==> src/verilog/cca_consts.svh <==
// constants for the counter array capture/compare block
// Function
// - one 16-bit counter is the shared time base for both modules.
// - idle_run_enable 0 halts counting in idle; 1 keeps counting.
// - source select 00 osc/12, 01 osc/2, 10 timer-0 overflow, 11 pin.
// - overflow interrupt request passes only while overflow_irq_enable is 1.
// - hardware sets overflow_flag on overflow; only writing zero clears it.
// - counting only while run_control is 1; it resets to 0.
// - hardware sets module flag on enabled match or capture; software clears.
// - match when 16-bit counter equals module 16-bit compare register.
// - enabled capture edge copies counter into compare register, sets flag.
// - module flag requests interrupt only when module_irq_enable is 1.
// - toggle bit set inverts module pin latch on every match; the code skips the toggle while pwm and comparator enable are both set.
// - match_flag_enable set lets a match set the module flag.
// - falling bit captures falling, rising bit rising, both either edge.
// - matches evaluated only while comparator_enable is 1; resets 0.
// - pwm plus comparator enable drives pin from 8-bit pwm output.
// - capture modes need an edge bit; all zero means no operation.
// - enable plus match is timer; adding toggle gives high-speed output.
// - pwm output low while counter low byte below 9-bit duty, else high.
// - duty reloads from high shadow when counter low byte wraps to zero.
`ifndef CCA_CONSTS_SVH
`define CCA_CONSTS_SVH
`define CCA_OFF_MODE 8'h00
`define CCA_OFF_CTRL 8'h04
`define CCA_OFF_CNTL 8'h08
`define CCA_OFF_CNTH 8'h0C
`define CCA_OFF_CAP0L 8'h10
`define CCA_OFF_CAP0H 8'h14
`define CCA_OFF_CAP1L 8'h18
`define CCA_OFF_CAP1H 8'h1C
`define CCA_OFF_MOD0 8'h20
`define CCA_OFF_MOD1 8'h24
`define CCA_OFF_PWM0 8'h28
`define CCA_OFF_PWM1 8'h2C
`define CCA_B_IDLE 7
`define CCA_B_SRC_HI 2
`define CCA_B_SRC_LO 1
`define CCA_B_OVF_IE 0
`define CCA_B_OVF 7
`define CCA_B_RUN 6
`define CCA_B_ECOM 6
`define CCA_B_CAPP 5
`define CCA_B_CAPN 4
`define CCA_B_MAT 3
`define CCA_B_TOG 2
`define CCA_B_PWM 1
`define CCA_B_ECCF 0
`define CCA_RST_BYTE 8'h00
`define CCA_DIV12 4'hB
`define CCA_DIV2 4'h1
`define CCA_RESP_OKAY 2'h0
`define CCA_RESP_SLVERR 2'h2
`endif

==> src/verilog/cca_pkg.sv <==
// types for the counter array capture/compare block
package cca_pkg;
    typedef enum logic [1:0] {
        CCA_SRC_OSC12,
        CCA_SRC_OSC2,
        CCA_SRC_T0,
        CCA_SRC_PIN
    } cca_src_t;
    typedef struct packed {
        logic [7:0] addr;
        logic [31:0] data;
        logic [3:0] strb;
    } cca_wr_t;
    typedef struct packed {
        logic irq_overflow;
        logic [1:0] irq_module;
    } cca_irq_t;
endpackage

==> src/verilog/cca_timer.sv <==
// counter array: shared 16-bit counter, two capture/compare modules, axi4-lite slave
//
// Design decisions made here: the AXI4-Lite interface to the registers and the address map.
`timescale 1ns/1ps
`default_nettype none
`include "cca_consts.svh"
module cca_timer #(
    parameter int NMOD = 2
) (
    input wire logic clk_sys,
    input wire logic sys_rst,
    input wire logic cpu_idle,
    input wire logic timer0_overflow,
    input wire logic external_count_pin,
    input wire logic [NMOD-1:0] module_pin_in,
    output logic [NMOD-1:0] module_pin,
    output cca_pkg::cca_irq_t irq_req,
    input wire logic [7:0] s_axi_awaddr,
    input wire logic [2:0] s_axi_awprot,
    input wire logic s_axi_awvalid,
    output logic s_axi_awready,
    input wire logic [31:0] s_axi_wdata,
    input wire logic [3:0] s_axi_wstrb,
    input wire logic s_axi_wvalid,
    output logic s_axi_wready,
    output logic [1:0] s_axi_bresp,
    output logic s_axi_bvalid,
    input wire logic s_axi_bready,
    input wire logic [7:0] s_axi_araddr,
    input wire logic [2:0] s_axi_arprot,
    input wire logic s_axi_arvalid,
    output logic s_axi_arready,
    output logic [31:0] s_axi_rdata,
    output logic [1:0] s_axi_rresp,
    output logic s_axi_rvalid,
    input wire logic s_axi_rready
);
    import cca_pkg::*;

    function automatic logic mapped(input logic [7:0] a);
        mapped = (a[1:0] == 2'h0) && (a <= `CCA_OFF_PWM1);
    endfunction

    // ---------------- bus slave ----------------
    logic aw_have_q, w_have_q;
    cca_wr_t wr_q;
    logic wr_fire;
    assign wr_fire = aw_have_q && w_have_q && !s_axi_bvalid;

    always_ff @(posedge clk_sys or posedge sys_rst) begin
        if (sys_rst) begin
            aw_have_q <= 1'b0;
            w_have_q <= 1'b0;
            wr_q <= '0;
            s_axi_awready <= 1'b0;
            s_axi_wready <= 1'b0;
            s_axi_bvalid <= 1'b0;
            s_axi_bresp <= `CCA_RESP_OKAY;
        end else begin
            s_axi_awready <= !aw_have_q && !s_axi_awready && s_axi_awvalid;
            s_axi_wready <= !w_have_q && !s_axi_wready && s_axi_wvalid;
            if (s_axi_awvalid && s_axi_awready) begin
                aw_have_q <= 1'b1;
                wr_q.addr <= s_axi_awaddr;
            end
            if (s_axi_wvalid && s_axi_wready) begin
                w_have_q <= 1'b1;
                wr_q.data <= s_axi_wdata;
                wr_q.strb <= s_axi_wstrb;
            end
            if (wr_fire) begin
                aw_have_q <= 1'b0;
                w_have_q <= 1'b0;
                s_axi_bvalid <= 1'b1;
                s_axi_bresp <= mapped(wr_q.addr) ? `CCA_RESP_OKAY : `CCA_RESP_SLVERR;
            end else if (s_axi_bvalid && s_axi_bready) begin
                s_axi_bvalid <= 1'b0;
            end
        end
    end

    // only byte lane 0 carries register data
    logic wr_en;
    assign wr_en = wr_fire && wr_q.strb[0];
    function automatic logic wr_at(input logic [7:0] off, input logic [7:0] a, input logic en);
        wr_at = en && (a == off);
    endfunction

    // ---------------- registers ----------------
    logic [7:0] mode_q;
    logic run_q, ovf_q;
    logic [NMOD-1:0] mflag_q;
    logic [15:0] cnt_q;
    logic [7:0] mod_q [NMOD];
    logic [15:0] cap_q [NMOD];
    logic [1:0] pwmx_q [NMOD];

    // ---------------- pin synchronisers ----------------
    logic [1:0] eci_s_q;
    logic eci_prev_q;
    logic [NMOD-1:0] pin_s1_q, pin_s2_q, pin_prev_q;
    always_ff @(posedge clk_sys or posedge sys_rst) begin
        if (sys_rst) begin
            eci_s_q <= 2'h0;
            eci_prev_q <= 1'b0;
            pin_s1_q <= '0;
            pin_s2_q <= '0;
            pin_prev_q <= '0;
        end else begin
            eci_s_q <= {eci_s_q[0], external_count_pin};
            eci_prev_q <= eci_s_q[1];
            pin_s1_q <= module_pin_in;
            pin_s2_q <= pin_s1_q;
            pin_prev_q <= pin_s2_q;
        end
    end

    // ---------------- count enable ----------------
    logic [3:0] div_q;
    logic [3:0] div_top;
    logic tick;
    cca_src_t src;
    assign src = cca_src_t'(mode_q[`CCA_B_SRC_HI:`CCA_B_SRC_LO]);
    assign div_top = (src == CCA_SRC_OSC2) ? `CCA_DIV2 : `CCA_DIV12;
    always_ff @(posedge clk_sys or posedge sys_rst) begin
        if (sys_rst) begin
            div_q <= 4'h0;
        end else if (div_q >= div_top) begin
            div_q <= 4'h0;
        end else begin
            div_q <= div_q + 4'h1;
        end
    end
    always_comb begin
        unique case (src)
            CCA_SRC_OSC12: tick = (div_q >= div_top);
            CCA_SRC_OSC2: tick = (div_q >= div_top);
            CCA_SRC_T0: tick = timer0_overflow;
            CCA_SRC_PIN: tick = eci_s_q[1] && !eci_prev_q;
        endcase
    end
    logic inc, ovf_evt;
    assign inc = tick && run_q && (mode_q[`CCA_B_IDLE] || !cpu_idle);
    assign ovf_evt = inc && (cnt_q == 16'hFFFF);

    // counter, writable bytewise; a software write wins over the increment
    always_ff @(posedge clk_sys or posedge sys_rst) begin
        if (sys_rst) begin
            cnt_q <= 16'h0000;
        end else if (wr_at(`CCA_OFF_CNTL, wr_q.addr, wr_en)) begin
            cnt_q[7:0] <= wr_q.data[7:0];
        end else if (wr_at(`CCA_OFF_CNTH, wr_q.addr, wr_en)) begin
            cnt_q[15:8] <= wr_q.data[7:0];
        end else if (inc) begin
            cnt_q <= cnt_q + 16'h0001;
        end
    end

    always_ff @(posedge clk_sys or posedge sys_rst) begin
        if (sys_rst) begin
            mode_q <= `CCA_RST_BYTE;
        end else if (wr_at(`CCA_OFF_MODE, wr_q.addr, wr_en)) begin
            mode_q <= wr_q.data[7:0] & 8'h87;
        end
    end

    // ---------------- modules ----------------
    logic [NMOD-1:0] match, cap_evt, set_flag;
    logic lo_wrap;
    assign lo_wrap = inc && (cnt_q[7:0] == 8'hFF);
    always_comb begin
        for (int m = 0; m < NMOD; m++) begin
            match[m] = inc && mod_q[m][`CCA_B_ECOM] && (cnt_q + 16'h0001 == cap_q[m]);
            cap_evt[m] = (mod_q[m][`CCA_B_CAPP] && pin_s2_q[m] && !pin_prev_q[m])
                || (mod_q[m][`CCA_B_CAPN] && !pin_s2_q[m] && pin_prev_q[m]);
            set_flag[m] = cap_evt[m] || (match[m] && mod_q[m][`CCA_B_MAT]);
        end
    end

    always_ff @(posedge clk_sys or posedge sys_rst) begin
        if (sys_rst) begin
            run_q <= 1'b0;
            ovf_q <= 1'b0;
            mflag_q <= '0;
        end else begin
            if (wr_at(`CCA_OFF_CTRL, wr_q.addr, wr_en)) begin
                run_q <= wr_q.data[`CCA_B_RUN];
                if (!wr_q.data[`CCA_B_OVF]) begin
                    ovf_q <= 1'b0;
                end
                for (int m = 0; m < NMOD; m++) begin
                    if (!wr_q.data[m]) begin
                        mflag_q[m] <= 1'b0;
                    end
                end
            end
            // hardware set wins over a same-cycle clear
            if (ovf_evt) begin
                ovf_q <= 1'b1;
            end
            for (int m = 0; m < NMOD; m++) begin
                if (set_flag[m]) begin
                    mflag_q[m] <= 1'b1;
                end
            end
        end
    end

    for (genvar g = 0; g < NMOD; g++) begin : g_mod
        logic [7:0] off_l, off_h, off_m, off_p;
        logic [8:0] duty_q;
        assign off_l = `CCA_OFF_CAP0L + 8'(8 * g);
        assign off_h = `CCA_OFF_CAP0H + 8'(8 * g);
        assign off_m = `CCA_OFF_MOD0 + 8'(4 * g);
        assign off_p = `CCA_OFF_PWM0 + 8'(4 * g);
        always_ff @(posedge clk_sys or posedge sys_rst) begin
            if (sys_rst) begin
                cap_q[g] <= 16'h0000;
            end else if (cap_evt[g]) begin
                cap_q[g] <= cnt_q;
            end else if (wr_at(off_l, wr_q.addr, wr_en)) begin
                cap_q[g][7:0] <= wr_q.data[7:0];
            end else if (wr_at(off_h, wr_q.addr, wr_en)) begin
                cap_q[g][15:8] <= wr_q.data[7:0];
            end
        end
        always_ff @(posedge clk_sys or posedge sys_rst) begin
            if (sys_rst) begin
                mod_q[g] <= `CCA_RST_BYTE;
                pwmx_q[g] <= 2'h0;
            end else begin
                if (wr_at(off_m, wr_q.addr, wr_en)) begin
                    mod_q[g] <= wr_q.data[7:0] & 8'h7F;
                end
                if (wr_at(off_p, wr_q.addr, wr_en)) begin
                    pwmx_q[g] <= wr_q.data[1:0];
                end
            end
        end
        // active duty only changes at the low-byte wrap, so no glitch mid-period
        always_ff @(posedge clk_sys or posedge sys_rst) begin
            if (sys_rst) begin
                duty_q <= 9'h000;
            end else if (lo_wrap) begin
                duty_q <= {pwmx_q[g][1], cap_q[g][15:8]};
            end
        end
        logic pwm_on;
        assign pwm_on = mod_q[g][`CCA_B_PWM] && mod_q[g][`CCA_B_ECOM];
        always_ff @(posedge clk_sys or posedge sys_rst) begin
            if (sys_rst) begin
                module_pin[g] <= 1'b1;
            end else if (pwm_on) begin
                module_pin[g] <= ({1'b0, cnt_q[7:0]} >= duty_q);
            end else if (match[g] && mod_q[g][`CCA_B_TOG]) begin
                module_pin[g] <= !module_pin[g];
            end
        end
    end

    always_ff @(posedge clk_sys or posedge sys_rst) begin
        if (sys_rst) begin
            irq_req <= '0;
        end else begin
            irq_req.irq_overflow <= ovf_q && mode_q[`CCA_B_OVF_IE];
            for (int m = 0; m < NMOD; m++) begin
                irq_req.irq_module[m] <= mflag_q[m] && mod_q[m][`CCA_B_ECCF];
            end
        end
    end

    // ---------------- read channel ----------------
    logic [7:0] rd_byte;
    always_comb begin
        unique case (s_axi_araddr)
            `CCA_OFF_MODE: rd_byte = mode_q;
            `CCA_OFF_CTRL: rd_byte = {ovf_q, run_q, 4'h0, mflag_q[1], mflag_q[0]};
            `CCA_OFF_CNTL: rd_byte = cnt_q[7:0];
            `CCA_OFF_CNTH: rd_byte = cnt_q[15:8];
            `CCA_OFF_CAP0L: rd_byte = cap_q[0][7:0];
            `CCA_OFF_CAP0H: rd_byte = cap_q[0][15:8];
            `CCA_OFF_CAP1L: rd_byte = cap_q[1][7:0];
            `CCA_OFF_CAP1H: rd_byte = cap_q[1][15:8];
            `CCA_OFF_MOD0: rd_byte = mod_q[0];
            `CCA_OFF_MOD1: rd_byte = mod_q[1];
            `CCA_OFF_PWM0: rd_byte = {6'h00, pwmx_q[0]};
            `CCA_OFF_PWM1: rd_byte = {6'h00, pwmx_q[1]};
            default: rd_byte = 8'h00;
        endcase
    end
    always_ff @(posedge clk_sys or posedge sys_rst) begin
        if (sys_rst) begin
            s_axi_arready <= 1'b0;
            s_axi_rvalid <= 1'b0;
            s_axi_rdata <= 32'h0000_0000;
            s_axi_rresp <= `CCA_RESP_OKAY;
        end else begin
            s_axi_arready <= s_axi_arvalid && !s_axi_arready && !s_axi_rvalid;
            if (s_axi_arvalid && s_axi_arready) begin
                s_axi_rvalid <= 1'b1;
                s_axi_rdata <= {24'h000000, rd_byte};
                s_axi_rresp <= mapped(s_axi_araddr) ? `CCA_RESP_OKAY : `CCA_RESP_SLVERR;
            end else if (s_axi_rvalid && s_axi_rready) begin
                s_axi_rvalid <= 1'b0;
            end
        end
    end
endmodule
`default_nettype wire

==> config.mk <==
export PLATFORM = sky130hd
export DESIGN_NAME = cca_timer
export DESIGN_NICKNAME = d
export VERILOG_FILES = /design/src/verilog/cca_pkg.sv /design/src/verilog/cca_timer.sv
export VERILOG_INCLUDE_DIRS = /design/src /design/src/verilog
export SDC_FILE = /design/constraint.sdc
export NUM_CORES = 1
export LEC_CHECK = 0
export ABC_AREA = 1
export ABC_CLOCK_PERIOD_IN_PS = 4700
export CAP_MARGIN = 0
export CORE_MARGIN = 1.5
export CORE_UTILIZATION = 32
export CTS_CLUSTER_DIAMETER = 50
export DETAILED_ROUTE_END_ITERATION = 12
export DONT_BUFFER_PORTS = 1
export PLACE_DENSITY = 0.51
export RECOVER_POWER = 100
export SYNTH_ARGS = -nofsm -noshare
export SYNTH_HDL_FRONTEND = slang
export SYNTH_SLANG_ARGS = --single-unit
==> constraint.sdc <==
create_clock -name clk_sys -period 4.7 [get_ports clk_sys]
set_input_delay 0.235 -clock clk_sys [delete_from_list [all_inputs] [get_ports clk_sys]]
set_output_delay 0.235 -clock clk_sys [all_outputs]
set_load 0.05 [all_outputs]
==> run_results.csv <==
group,metric,value,unit
route,detail-route-antenna-nets,0,
logic_synthesis,postSynthAreaPerCell,7.68,sq um
critical_path,crit_chain,"ha_1, nand2_1, nor2_1, nand2_1, nor2_1, buf_4, nand2_1, o21ai_0",
clock_network,cts_tree,"done",
critical_path,worst-r2r-cell-count,8,
hold_path,hold_class,"in2reg",
critical_path,worstPathMaxFanout,25,
clock_network,path_clk_slew,60,ps
critical_path,path_class,"reg2reg",
grt,grt_pass1_wl,41.1,mm
sta,finalMaxSlewViolations,131,
clock_network,clock-sinks,144,
sta,worstMarginPinSlew,2290,ps
grt,track_usage,21.4,%
logic_synthesis,synthesis.area,0.00802,sq mm
pwr,ir_drop,0.262,mV
sta,rsz0062_at_grt,"no",
route,post_drt_wl_per_cell,19.4,um
route,drc,0,
logic_synthesis,ys_types,46,
sta,setup_tns,0,ps
cells_and_area,final_common_cell,"nand2_1",
logic_synthesis,synth_cells,1045,
cells_and_area,drive_gt1_share,4.98,%
logic_synthesis,ys_ff_latch,144,
sta,hold_viol_final,0,
floorplan,start_util,32.8,%
critical_path,critPathBufInv,1,
grt,grt-ovfl-total,0,
sta,holdWs,21.0,ps
sta,setup_ws,1090,ps
logic_synthesis,yosysSeqAreaShare,44.9,%
pwr,p_leak,4.17,nW
floorplan,floorplan.core_area,0.0245,sq mm
logic_synthesis,yosysWarnings,0,
hold_path,hold_end,"s_axi_rresp[1]",
logic_synthesis,synth-edff-count,0,
floorplan,die_w,161,um
critical_path,slowest_stage,"nor2_1",
grt,grt_max_degree,105,
logic_synthesis,yosys.area_share.xor_xnor,0.655,%
hold_path,hp-start,"s_axi_araddr[5]",
cells_and_area,antennaDiodeCount,0,
clock_network,numCtsBuffers,17,
floorplan,chipHeight,161,um
floorplan,fp-row-count,57,
clock_network,cts_hold_buf,27,
floorplan,dieArea,0.0260,sq mm
placed_design,dpl.hpwl,20.4,mm
logic_synthesis,muxShareOfSynthArea,0.421,%
route,via_count,7376,
clock_network,cts_root_buf,"clkbuf_16",
floorplan,ios,116,
sta,setup_viol,0,
logic_synthesis,yosys.area_share.adder,2.81,%
cells_and_area,utilization,37.2,%
pwr,powerDensity,463,mW/mm^2
placed_design,numPortBuffers,0,
critical_path,reg2reg_slack,1090,ps
clock_network,clock_latency,430,ps
logic_synthesis,ys.flop_type,"dfrtp_1",
route,routed_wl,27.3,mm
grt,grt_pass1_vias,6909,
sta,finalClockSkew,14.6,ps
critical_path,r2r_end,"g_mod[0].duty_q[6]",
clock_network,cts.path.max_buffers,2,
logic_synthesis,synth_simple_gate_area_share,28.0,%
critical_path,critPathTopFamily,"simple AND/OR/NAND/NOR gates",
critical_path,cp.depth,8,
outcome,violations,"max-capacitance violations, max-slew violations",
placed_design,pre_cts_ws,1880,ps
cells_and_area,areaGrowthSynthToFinish,13.4,%
route,initialDrtViolationCount,816,
cells_and_area,final_cell_mix,"325 x nand2_1, 142 x dfrtp_1, 109 x inv_1",
placed_design,gp_congestion,0.946,
logic_synthesis,synth_compound_area_share,13.9,%
critical_path,crit_required,5060,ps
grt,antenna_found_initial,0,
sta,period_share,76.9,%
clock_network,cts_max_level,4,
hold_path,holdPathStages,2,
cells_and_area,n_fill_cell,2568,
sta,relSlewSlack,-52.4,%
critical_path,crit_top_cell,"nand2_1",
critical_path,crit_path_start_kind,"register",
route,firstDrtPassIters,6,
critical_path,crit_arrival,3970,ps
critical_path,worstReg2RegStart,"cnt_q[1]",
critical_path,cpPeakStageDelay,1240,ps
sta,period_needed,3610,ps
route,via_per_inst,5.23,
sta,clock.fmax,0.277,GHz
clock_network,postCtsSetupBuffers,0,
outcome,status,"finished, violations left",
cells_and_area,nets,1160,
job,drv_cap,2,
logic_synthesis,async_flop_share,100,%
clock_network,cts-resized-gates,0,
critical_path,end_kind,"register",
logic_synthesis,synth_top_family_by_area,"simple AND/OR/NAND/NOR gates",
## power breakdown
group / leakage (nW) / internal (mW) / switching, mW
clock: 0.288 / 0.859 / 0.561
sequential: 1.88 / 1.46 / 0.383
combinational: 2.00 / 0.287 / 0.667
total: 4.17 / 2.60 / 1.61
## kinds of logic after synthesis
group,count (synthesis)
AND/OR/NAND/NOR,529
AO/OA/AOI/OAI,182
buffers and inverters,162
flip-flops,144
adder cells (fa/ha/maj),18
XOR/XNOR,6
multiplexers,3
other,1
## worst reg2reg max path, delay by kind of cell, from the launching register on
family / cells / cell delay, ps
flip-flops: 1 / 700
AND/OR/NAND/NOR: 5 / 2110
buffers and inverters: 1 / 360
AO/OA/AOI/OAI: 1 / 70
adder cells (fa/ha/maj): 1 / 290
## area by class of cell
| type | count | area [sq um] | share of cell area (%) |
|---|---|---|---|
| Inverter | 113 | 428 | 4.70 |
| Clock buffer | 22 | 454 | 4.99 |
| Timing Repair Buffer | 32 | 305 | 3.36 |
| Multi-Input combinational cell | 764 | 3750 | 41.2 |
| Clock inverter | 10 | 151 | 1.66 |
| Tap cell | 324 | 405 | 4.46 |
| Sequential cell | 144 | 3610 | 39.6 |
## sequential cells by signal, summed over array words and instances, names as in the netlist, 3 cells and up
name and flops:
cap_q 32, g_mod.duty_q 18, wr_q 17, cnt_q 16
mod_q 14, s_axi_rdata 8, div_q 4, mode_q 4
pwmx_q 4, irq_req 3
## Yosys cell counts, types with 3 or more instances
master    instances  area (sq um)
a21oi_1          16          80.1
a22oi_1           8          60.1
a31oi_1           8          50.1
buf_2             8          40.0
buf_4            26           195
clkbuf_1         12          45.0
clkinv_1          3          11.3
dfrtp_1         142          3550
ha_1             18           225
inv_1           110           413
mux2_2            3          33.8
nand2_1         325          1220
nand2_2           4          25.0
nand3_1          91           455
nand4_1           9          56.3
nor2_1           69           259
nor2_2            6          37.5
nor3_1            8          40.0
o211ai_1         22           165
o21ai_0          84           420
o221ai_1         14           123
o22ai_1          16           100
or2_2             4          25.0
xnor2_1           4          35.0
## per-stage QoR
step | power, mW | cells | cell area [sq um]
final | 4.21 | 1409 | 9100
after global routing | 4.43 | 1409 | 9100
after CTS | 4.22 | 1409 | 9120
after detailed placement | 2.77 | 1350 | 8250
after global placement | 2.76 | 1350 | 8250
after floorplan | 2.41 | 1070 | 8120
## worst max path at each step
stage	startpoint	to	slack, ps
floorplan	sys_rst	aw_have_q	600
global placement	cnt_q[1]	g_mod[1].duty_q[8]	1870
detailed placement	s_axi_bvalid	cnt_q[1]	1880
CTS	s_axi_bvalid	cnt_q[1]	1860
global route	cnt_q[1]	g_mod[0].duty_q[5]	830
finish	cnt_q[1]	g_mod[0].duty_q[6]	1090
## metal layers
metal | up-vias | global-route usage [%] | routed length (um)
met5 | - | 0 | 0
met2 | 328 | 32.7 | 12200
met1 | 3521 | 30.1 | 12300
met3 | 47 | 4.65 | 2060
met4 | 0 | 6.48 | 736
li1 | 3480 | - | -
Note: power is estimated with default switching activity, not from simulation.
